--- config.mk ---
export PLATFORM = sky130hd
export DESIGN_NAME = fob_exec
export DESIGN_NICKNAME = d
export VERILOG_FILES = /design/src/rtl/fob_pkg.sv /design/src/rtl/fob_decode.sv /design/src/rtl/fob_exec.sv
export SDC_FILE = /design/constraint.sdc
export NUM_CORES = 1
export LEC_CHECK = 0
export ABC_CLOCK_PERIOD_IN_PS = 1400
export BUFFER_PORTS_ARGS = -buffer_cell sky130_fd_sc_hd__buf_4
export CAP_MARGIN = 40
export CORE_ASPECT_RATIO = 1.2
export CORE_MARGIN = 2
export CORE_UTILIZATION = 42
export DETAILED_ROUTE_END_ITERATION = 6
export PLACE_DENSITY_LB_ADDON = 0.1
export SLEW_MARGIN = 20
export SYNTH_ARGS = -nofsm -noshare
export SYNTH_HDL_FRONTEND = slang
export SYNTH_SLANG_ARGS = --single-unit
--- constraint.sdc ---
create_clock -name mclk -period 1.4 [get_ports mclk]
set_clock_uncertainty 0.05 [all_clocks]
set_input_delay 0.07 -clock mclk [delete_from_list [all_inputs] [get_ports mclk]]
set_output_delay 0.07 -clock mclk [all_outputs]
set_load 0.1 [all_outputs]
--- src/rtl/fob_pkg.sv ---
// Constants and types for the file-operation and branch execution block
`default_nettype none
package fob_pkg;
  localparam int FOB_IW = 12;
  localparam int FOB_DW = 8;
  localparam int FOB_AW = 5;
  localparam int FOB_PCW = 11;
  // Opcode fields
  localparam logic [5:0] FOB_OPC_COMPLEMENT = 6'h09;
  localparam logic [5:0] FOB_OPC_DECREMENT = 6'h03;
  localparam logic [5:0] FOB_OPC_DEC_SKIP = 6'h0B;
  localparam logic [2:0] FOB_OPC_BRANCH = 3'h5;
  localparam int FOB_OPC6_LSB = 6;
  localparam int FOB_OPC3_LSB = 9;
  localparam int FOB_DEST_BIT = 5;
  localparam int FOB_K_W = 9;
  localparam int FOB_STAT_PAGE_LSB = 5;
  localparam int FOB_STAT_PAGE_W = 2;
  localparam logic [FOB_DW-1:0] FOB_ZERO_RST = 8'h00;
  typedef enum logic [2:0] {
    FOB_NONE, FOB_COMPLEMENT, FOB_DECREMENT, FOB_DEC_SKIP, FOB_BRANCH
  } fob_op_e;
endpackage : fob_pkg
`default_nettype wire
--- src/rtl/fob_decode.sv ---
// Instruction word decoder for the four supported operations
`timescale 1ns/1ps
`default_nettype none
module fob_decode
  import fob_pkg::*;
(
  input wire logic [FOB_IW-1:0] instr,
  output var fob_op_e op
);
  always_comb begin
    op = FOB_NONE;
    if (instr[FOB_IW-1:FOB_OPC3_LSB] == FOB_OPC_BRANCH) begin
      op = FOB_BRANCH;
    end else if (instr[FOB_IW-1:FOB_OPC6_LSB] == FOB_OPC_COMPLEMENT) begin
      op = FOB_COMPLEMENT;
    end else if (instr[FOB_IW-1:FOB_OPC6_LSB] == FOB_OPC_DECREMENT) begin
      op = FOB_DECREMENT;
    end else if (instr[FOB_IW-1:FOB_OPC6_LSB] == FOB_OPC_DEC_SKIP) begin
      op = FOB_DEC_SKIP;
    end
  end
endmodule // fob_decode
`default_nettype wire

--- src/rtl/fob_exec.sv ---
// Execution unit for complement, decrement, decrement-skip and branch
`timescale 1ns/1ps
`default_nettype none
module fob_exec
  import fob_pkg::*;
(
  input wire logic mclk,
  input wire logic rst,
  input wire logic instr_valid,
  input wire logic [FOB_IW-1:0] instr,
  input wire logic [FOB_DW-1:0] file_rdata,
  input wire logic [FOB_DW-1:0] status_in,
  output logic [FOB_AW-1:0] file_addr,
  output logic [FOB_DW-1:0] file_wdata,
  output logic file_we,
  output logic [FOB_DW-1:0] w_wdata,
  output logic w_we,
  output logic z_we,
  output logic z_val,
  output logic pc_load,
  output logic [FOB_PCW-1:0] pc_target,
  output logic flush,
  output logic busy
);
  // ************************************************************
  // State
  // ************************************************************
  typedef struct packed {
    logic [FOB_AW-1:0] addr;
    logic [FOB_DW-1:0] fdata;
    logic fwe;
    logic [FOB_DW-1:0] wdata;
    logic wwe;
    logic zwe;
    logic zval;
    logic pcl;
    logic [FOB_PCW-1:0] pct;
    logic flush;
    logic busy;
  } fob_st_s;

  fob_st_s st_q, st_d;
  fob_op_e op;
  logic [FOB_DW-1:0] res;
  logic dest_file;

  function automatic logic fob_is_zero(input logic [FOB_DW-1:0] v);
    return v == FOB_ZERO_RST;
  endfunction

  fob_decode fob_decode_inst (
    .instr(instr),
    .op(op)
  );

  // ************************************************************
  // Execute
  // ************************************************************
  always_comb begin
    st_d = st_q;
    st_d.fwe = 1'b0;
    st_d.wwe = 1'b0;
    st_d.zwe = 1'b0;
    st_d.pcl = 1'b0;
    st_d.flush = 1'b0;
    st_d.busy = 1'b0;
    dest_file = instr[FOB_DEST_BIT];
    res = file_rdata - 8'h01;
    // A flush cycle is the discarded prefetch: execute nothing
    if (instr_valid && !st_q.flush) begin
      st_d.addr = instr[FOB_AW-1:0];
      unique case (op)
        FOB_COMPLEMENT: begin
          res = ~file_rdata;
        end
        default: begin
        end
      endcase
      st_d.fdata = res;
      st_d.wdata = res;
      st_d.zval = fob_is_zero(res);
      if (op == FOB_COMPLEMENT || op == FOB_DECREMENT || op == FOB_DEC_SKIP) begin
        st_d.fwe = dest_file;
        st_d.wwe = !dest_file;
      end
      // zero update; decrement-skip keeps flags; zero test
      st_d.zwe = (op == FOB_COMPLEMENT || op == FOB_DECREMENT);
      // skip on zero; no flush for plain ops
      if (op == FOB_DEC_SKIP && fob_is_zero(res)) begin
        st_d.flush = 1'b1;
        st_d.busy = 1'b1;
      end
      if (op == FOB_BRANCH) begin
        st_d.pct = {status_in[FOB_STAT_PAGE_LSB+:FOB_STAT_PAGE_W], instr[FOB_K_W-1:0]};
        st_d.pcl = 1'b1;
        st_d.flush = 1'b1;
        st_d.busy = 1'b1;
      end
    end
  end

  always_ff @(posedge mclk or posedge rst) begin
    if (rst) begin
      st_q <= '0;
    end else begin
      st_q <= st_d;
    end
  end

  assign file_addr = st_q.addr;
  assign file_wdata = st_q.fdata;
  assign file_we = st_q.fwe;
  assign w_wdata = st_q.wdata;
  assign w_we = st_q.wwe;
  assign z_we = st_q.zwe;
  assign z_val = st_q.zval;
  assign pc_load = st_q.pcl;
  assign pc_target = st_q.pct;
  assign flush = st_q.flush;
  assign busy = st_q.busy;

  // ************************************************************
  // Checks
  // ************************************************************
  logic take;
  assign take = instr_valid && !flush;

  AST_CPL_VAL: assert property (@(posedge mclk) disable iff (rst)
    take && op == FOB_COMPLEMENT |=> file_wdata == ~$past(file_rdata) && z_we)
    else $error("complement result wrong");

  AST_CPL_ZERO: assert property (@(posedge mclk) disable iff (rst)
    take && op == FOB_COMPLEMENT |=> z_val == ($past(file_rdata) == 8'hFF))
    else $error("complement zero flag wrong");

  AST_CPL_DEST: assert property (@(posedge mclk) disable iff (rst)
    take && op == FOB_COMPLEMENT |=>
      file_we == $past(instr[FOB_DEST_BIT]) && w_we != file_we)
    else $error("complement destination wrong");

  AST_DEST: assert property (@(posedge mclk) disable iff (rst)
    take && op == FOB_DECREMENT |=>
      file_we == $past(instr[FOB_DEST_BIT]) && w_we != file_we)
    else $error("destination select wrong");

  AST_DEC_VAL: assert property (@(posedge mclk) disable iff (rst)
    take && op == FOB_DECREMENT |=> w_wdata == $past(file_rdata) - 8'h01 && z_we)
    else $error("decrement result wrong");

  AST_DEC_ZERO: assert property (@(posedge mclk) disable iff (rst)
    take && op == FOB_DECREMENT |=> z_val == ($past(file_rdata) == 8'h01))
    else $error("decrement zero flag wrong");

  AST_DSZ_FLAGS: assert property (@(posedge mclk) disable iff (rst)
    take && op == FOB_DEC_SKIP |=> !z_we)
    else $error("skip op touched flags");

  AST_DSZ_VAL: assert property (@(posedge mclk) disable iff (rst)
    take && op == FOB_DEC_SKIP |=>
      (file_we ? file_wdata : w_wdata) == $past(file_rdata) - 8'h01)
    else $error("skip op result wrong");

  AST_DSZ_DEST: assert property (@(posedge mclk) disable iff (rst)
    take && op == FOB_DEC_SKIP |=>
      file_we == $past(instr[FOB_DEST_BIT]) && w_we != file_we)
    else $error("skip op destination wrong");

  AST_SKIP: assert property (@(posedge mclk) disable iff (rst)
    take && op == FOB_DEC_SKIP |=> flush == ($past(file_rdata) == 8'h01))
    else $error("skip decision wrong");

  AST_IDLE: assert property (@(posedge mclk) disable iff (rst)
    !take |=> !file_we && !w_we && !z_we && !pc_load && !flush)
    else $error("ignored slot produced output");

  AST_TARGET: assert property (@(posedge mclk) disable iff (rst)
    take && op == FOB_BRANCH |=> pc_load && pc_target == {$past(status_in[6:5]),
      $past(instr[8:0])})
    else $error("branch target wrong");

  AST_PAGE: assert property (@(posedge mclk) disable iff (rst)
    take && op == FOB_BRANCH |=> pc_target[10:9] == $past(status_in[6:5]))
    else $error("branch page bits wrong");

  AST_BR_TWO: assert property (@(posedge mclk) disable iff (rst)
    take && op == FOB_BRANCH |=> flush ##1 !flush && !pc_load)
    else $error("branch not two cycles");

  AST_BR_QUIET: assert property (@(posedge mclk) disable iff (rst)
    take && op == FOB_BRANCH |=> !file_we && !w_we && !z_we)
    else $error("branch wrote a register");

  AST_PLAIN: assert property (@(posedge mclk) disable iff (rst)
    take && (op == FOB_COMPLEMENT || op == FOB_DECREMENT) |=> !flush && !busy)
    else $error("plain op flushed");

  AST_ZERO: assert property (@(posedge mclk) disable iff (rst)
    z_we |-> z_val == (w_we ? w_wdata == 8'h00 : file_wdata == 8'h00))
    else $error("zero flag wrong");

  // ************************************************************
  // Coverage
  // ************************************************************
  COV_SKIP: cover property (@(posedge mclk) disable iff (rst)
    take && op == FOB_DEC_SKIP ##1 flush);
  COV_NO_SKIP: cover property (@(posedge mclk) disable iff (rst)
    take && op == FOB_DEC_SKIP ##1 !flush);
  COV_BRANCH: cover property (@(posedge mclk) disable iff (rst) pc_load);
  COV_ZERO: cover property (@(posedge mclk) disable iff (rst) z_we && z_val);
  COV_FILE_WB: cover property (@(posedge mclk) disable iff (rst) file_we && z_we);
endmodule // fob_exec
`default_nettype wire

### Yosys cells after proc, flatten, opt, wreduce, memory -nomap -nowiden

Index checks and enable logic that the tools add are counted.

| cells by class | value |
|---|---|
| add/subtract/negate cells | 1 |
| equality and inequality tests | 8 |
| multiplexer cells | 11 |
| bitwise operators | 1 |
| reductions and logical operators | 8 |

Operators with widths:

| kind | number |
|---|---|
| $mux W26 | 1 |
| $mux W8 | 2 |
| $mux W14 | 1 |
| $eq A6 B4 Y1 const B | 2 |
| $mux W3 | 3 |
| $logic_not A8 Y1 | 1 |
| $not A8 Y8 | 1 |
| $sub A8 B1 Y8 const B | 1 |
| $eq A3 B2 Y1 const B | 2 |
| $eq A3 B3 Y1 const B | 2 |
| $eq A6 B2 Y1 const B | 1 |
| $mux W2 | 2 |
| $eq A3 B1 Y1 const B | 1 |
| $logic_and A1 B1 Y1 | 2 |
| $logic_not A1 Y1 | 2 |
| $logic_or A1 B1 Y1 | 2 |
| $mux W1 | 2 |
| $reduce_and A2 Y1 | 1 |

| word-level totals | value |
|---|---|
| bits in registers | 31 |
| input port bits | 31 |
| output and inout port bits | 39 |
| word-level logic and storage cells | 39 |

### Depth between registers and ports, before layout

| logic depth | value |
|---|---|
| depth after elaboration | 13 |
| gate-level depth with buffers | 7 |
| mapped depth without buffers | 7 |

### Modules after synthesis

Synthesis repeated with hierarchy kept, for this count alone.

| unflattened totals | value |
|---|---|
| cell total of the unflattened synthesis | 167 |
| area, all modules | 1,519.0 um^2 |

Modules (own cells, without submodules):

| module | instances | cells an instance | area an instance (um^2) | sequential area each (um^2) |
|---|---|---|---|---|
| fob_exec | 1 | 163 | 1,485.2 | 750.7 |
| fob_decode | 1 | 4 | 33.8 | 0.0 |

### Worst setup path before layout

Ideal clock, no wire load.

| timing | value |
|---|---|
| kind | register -> register |
| start point | reg busy (netlist name) |
| end point | reg st_q (netlist bit pc_target[5]) |
| setup time | 0.083 ns |
| arrival | 1.983 ns |
| path slack | -0.716 ns |
| stages on the path, launching flop included | 7 |
| clock period less this slack | 2.116 ns |
| path through | dfrtp_1 and2b_2 clkbuf_1 nand3_1 clkbuf_1 nand2_1 o21ai_0 |

RTL lines:

| element | line | text |
|---|---|---|
| to (signal assigned) | fob_exec.sv:106 | `st_q <= st_d;` |
| to (decl) | fob_exec.sv:42 | `fob_st_s st_q, st_d;` |

==> flow_summary.json <==
{
  "status": "completed",
  "synthFlopType": "dfrtp_1",
  "max_cap_viol_count": 0,
  "r2r_slack_ns": 0.02,
  "synthCells": 169,
  "startpoint": "busy$_DFF_PP0_",
  "period_minus_slack_ns": 1.382,
  "layout_common_cells": "87 x buf_4, 48 x nand2_1, 21 x dfrtp_1",
  "endpoint_kind": "flop",
  "max_slew_margin_pct": 74.31,
  "grt-ovfl-total": 0,
  "regToRegStartpoint": "busy$_DFF_PP0_",
  "switching_share_pct": 46.84,
  "n_antenna_cell": 0,
  "htreeDepth": 2,
  "worstPathCellList": "nand2b_4 > or4_4 > a21oi_2",
  "cpPeakStageDelay_ns": 0.52,
  "place_congestion": 0.8527,
  "yosysWarnings": 0,
  "numCtsBuffers": 5,
  "firstDrtPassIters": 4,
  "grt_usage_pct": 22.17,
  "synth_top_area_share_pct": 48.82,
  "crit_cells": 3,
  "die_height_um": 70.29,
  "worstSetupPathType": "reg2reg",
  "ys_seq_elements": 30,
  "final.period_utilization_pct": 98.72,
  "worstPathArrival_ns": 1.54,
  "finalHoldViolCount": 0,
  "synth_area_um2": 1538,
  "switchingPower_uw": 1653,
  "port_buffers": 63,
  "power.density_nw_per_um2": 1450,
  "hold_class": "in2reg",
  "final.setup.tns_ns": 0,
  "area_delta_synth_final_pct": 58.34,
  "dr_total_vias": 1483,
  "cp_top_family": "simple AND/OR/NAND/NOR gates",
  "root_buffer": "clkbuf_8",
  "cts_buffer_depth": 2,
  "async_flop_share_pct": 100.0,
  "power.leakage_uw": 0.001221,
  "p_int_uw": 1877,
  "die_width_um": 59.24,
  "path_clk_slew_ns": 0.07,
  "holdWs_ns": 0.006740,
  "combPwrFrac_pct": 46.5,
  "post_synth.cell_area_avg_um2": 9.099,
  "clkLatencyLatePin_ns": 0.28,
  "power_frac_clock_pct": 24.0,
  "tightest_slew_ns": 0.3853,
  "wl_per_cell_um": 14.03,
  "drtIter0Drc": 47,
  "synth.distinct_cells": 40,
  "critPathSlowestCell": "or4_4",
  "dp_hpwl_um": 3221,
  "antenna_found_initial": 0,
  "final_max_slew_viol_count": 0,
  "r2r-end": "z_we$_DFF_PP0_",
  "core_um2": 3573,
  "vias_per_cell": 4.943,
  "grt_pass1_wl_um": 6955,
  "start_util_pct": 43.03,
  "ys_seq_area_share_pct": 48.82,
  "final_common_cell": "buf_4",
  "ant_nets": 0,
  "vdd_drop_max_uv": 759.1,
  "rsz0062_at_grt": "yes",
  "drc_errors": 0,
  "rows": 24,
  "r2r_cells": 3,
  "die_area_um2": 4163,
  "synthTopCellsByArea": "dfrtp_1 49%, nand2_1 12%, buf_4 4.4%, o21ai_0 3.3%, mux2_2 2.2%",
  "nets": 292,
  "cp-start-kind": "flop",
  "numClockSinks": 30,
  "synth_edf_count": 0,
  "layout-drive-gt1-share_pct": 46.74,
  "io-pin-count": 70,
  "synth_nets": 201,
  "fmax_ghz": 0.7235,
  "worstPathRequired_ns": 1.56,
  "cp-endpoint": "z_we$_DFF_PP0_",
  "synth_top_area_cell": "dfrtp_1",
  "crit_fanout": 3,
  "grt_pass1_vias": 1518,
  "routed_wl_um": 4209,
  "cts_tree": "yes",
  "p_seq_share_pct": 29.5,
  "grt_max_degree": 31,
  "setup_viol": 0,
  "worst-path-buf-inv": 0
}
[per-layer routing]
| layer | up-vias | GRT usage, % | share of wire, % |
|---|---|---|---|
| met4 | 0 | 7.071 | 1.2 |
| li1 | 742 | - | - |
| met3 | 5 | 4.259 | 3.8 |
| met5 | - | 0 | 0 |
| met2 | 44 | 39.44 | 54 |
| met1 | 692 | 25.80 | 41 |
[area by class of cell]
class / count / area [um^2]
multi-input combinational: 118 / 718.2
clock buffer: 5 / 68.82
timing repair buffer: 98 / 764.5
inverter: 7 / 30.03
clock inverter: 3 / 40.04
tap: 39 / 48.80
fill: 300 / 1139
sequential: 30 / 764.5
[power by group through the flow]
| stage | clock, uW | combinational [uW] | sequential (uW) |
|---|---|---|---|
| floorplan | 0 | 466 | 1850 |
| global placement | 0 | 1600 | 1050 |
| detailed placement | 0 | 1620 | 1060 |
| CTS | 865 | 1640 | 1040 |
| global route | 904 | 1700 | 1060 |
| finish | 847 | 1640 | 1040 |
[worst min-delay path, delay by kind of cell]
family	cells	cell delay, ns
buffers and inverters	2	0.19
AO/OA/AOI/OAI	1	0.04
[through the flow]
| stage | instance area, um^2 | setup slack, ns | cells | total power [uW] | utilization [%] |
|---|---|---|---|---|---|
| floorplan | 1617 | -0.1730 | 169 | 2316 | - |
| global placement | 2187 | -0.1596 | 280 | 2654 | 61.20 |
| detailed placement | 2187 | -0.2108 | 280 | 2674 | 61.20 |
| CTS | 2396 | 0.009036 | 298 | 3547 | 67.05 |
| global route | 2435 | -0.02843 | 300 | 3665 | 68.14 |
| finish | 2435 | 0.01792 | 300 | 3530 | 68.14 |
[cells in the mapped netlist (2+ instances only)]
| cell type | number |
|---|---|
| clkbuf_1 | 3 |
| o211ai_1 | 2 |
| buf_4 | 9 |
| mux2_2 | 3 |
| nor2_1 | 7 |
| nand2_1 | 50 |
| o21ai_1 | 2 |
| xnor2_1 | 3 |
| a21oi_1 | 3 |
| o2111ai_1 | 2 |
| or3_1 | 3 |
| nand3_1 | 4 |
| nor3b_1 | 2 |
| nand4_1 | 2 |
| dfrtp_1 | 30 |
| nor3_1 | 3 |
| o31ai_1 | 2 |
| inv_1 | 6 |
| o21ai_0 | 10 |
| xor2_1 | 3 |
[state kept, by name (all words and copies together) (netlist names)]
name and flops:
z_val 1, z_we 1, file_addr 5, pc_load 1, w_wdata 8, w_we 1
pc_target 11, busy 1, file_we 1
[worst min-delay path by stage]
stage	to	cells after the start	slack, ns	startpoint
6_report	z_we$_DFF_PP0_	3	0.007	instr[9]
5_1_grt	z_we$_DFF_PP0_	3	0.02	instr[9]
4_1_cts	z_we$_DFF_PP0_	3	0.0006	instr[9]
3_5_place_dp	pc_target[10]$_DFFE_PP0P_	3	0.13	rst
3_3_place_gp	pc_target[9]$_DFFE_PP0P_	3	0.11	rst
2_1_floorplan	w_we$_DFF_PP0_	1	0.09	instr[5]
[timing repair]
| item | in CTS | in global routing |
|---|---|---|
| buffers inserted | 0 | 2 |
| gates resized for setup | 0 | 6 |
| hold buffers | 10 | 0 |
| setup endpoints to repair | 0 | 12 |
| hold endpoints to repair | 45 | 0 |
[logic make-up after synthesis]
| family | synth area share (%) |
|---|---|
| xor+xnor | 3.418 |
| fa+ha+maj | 0.8135 |
| flops | 48.82 |
| mux | 2.197 |
| compound gates | 11.23 |
| simple gates | 25.06 |
| buf+inv | 8.461 |
No activity file was read; power rests on OpenSTA's default activity.
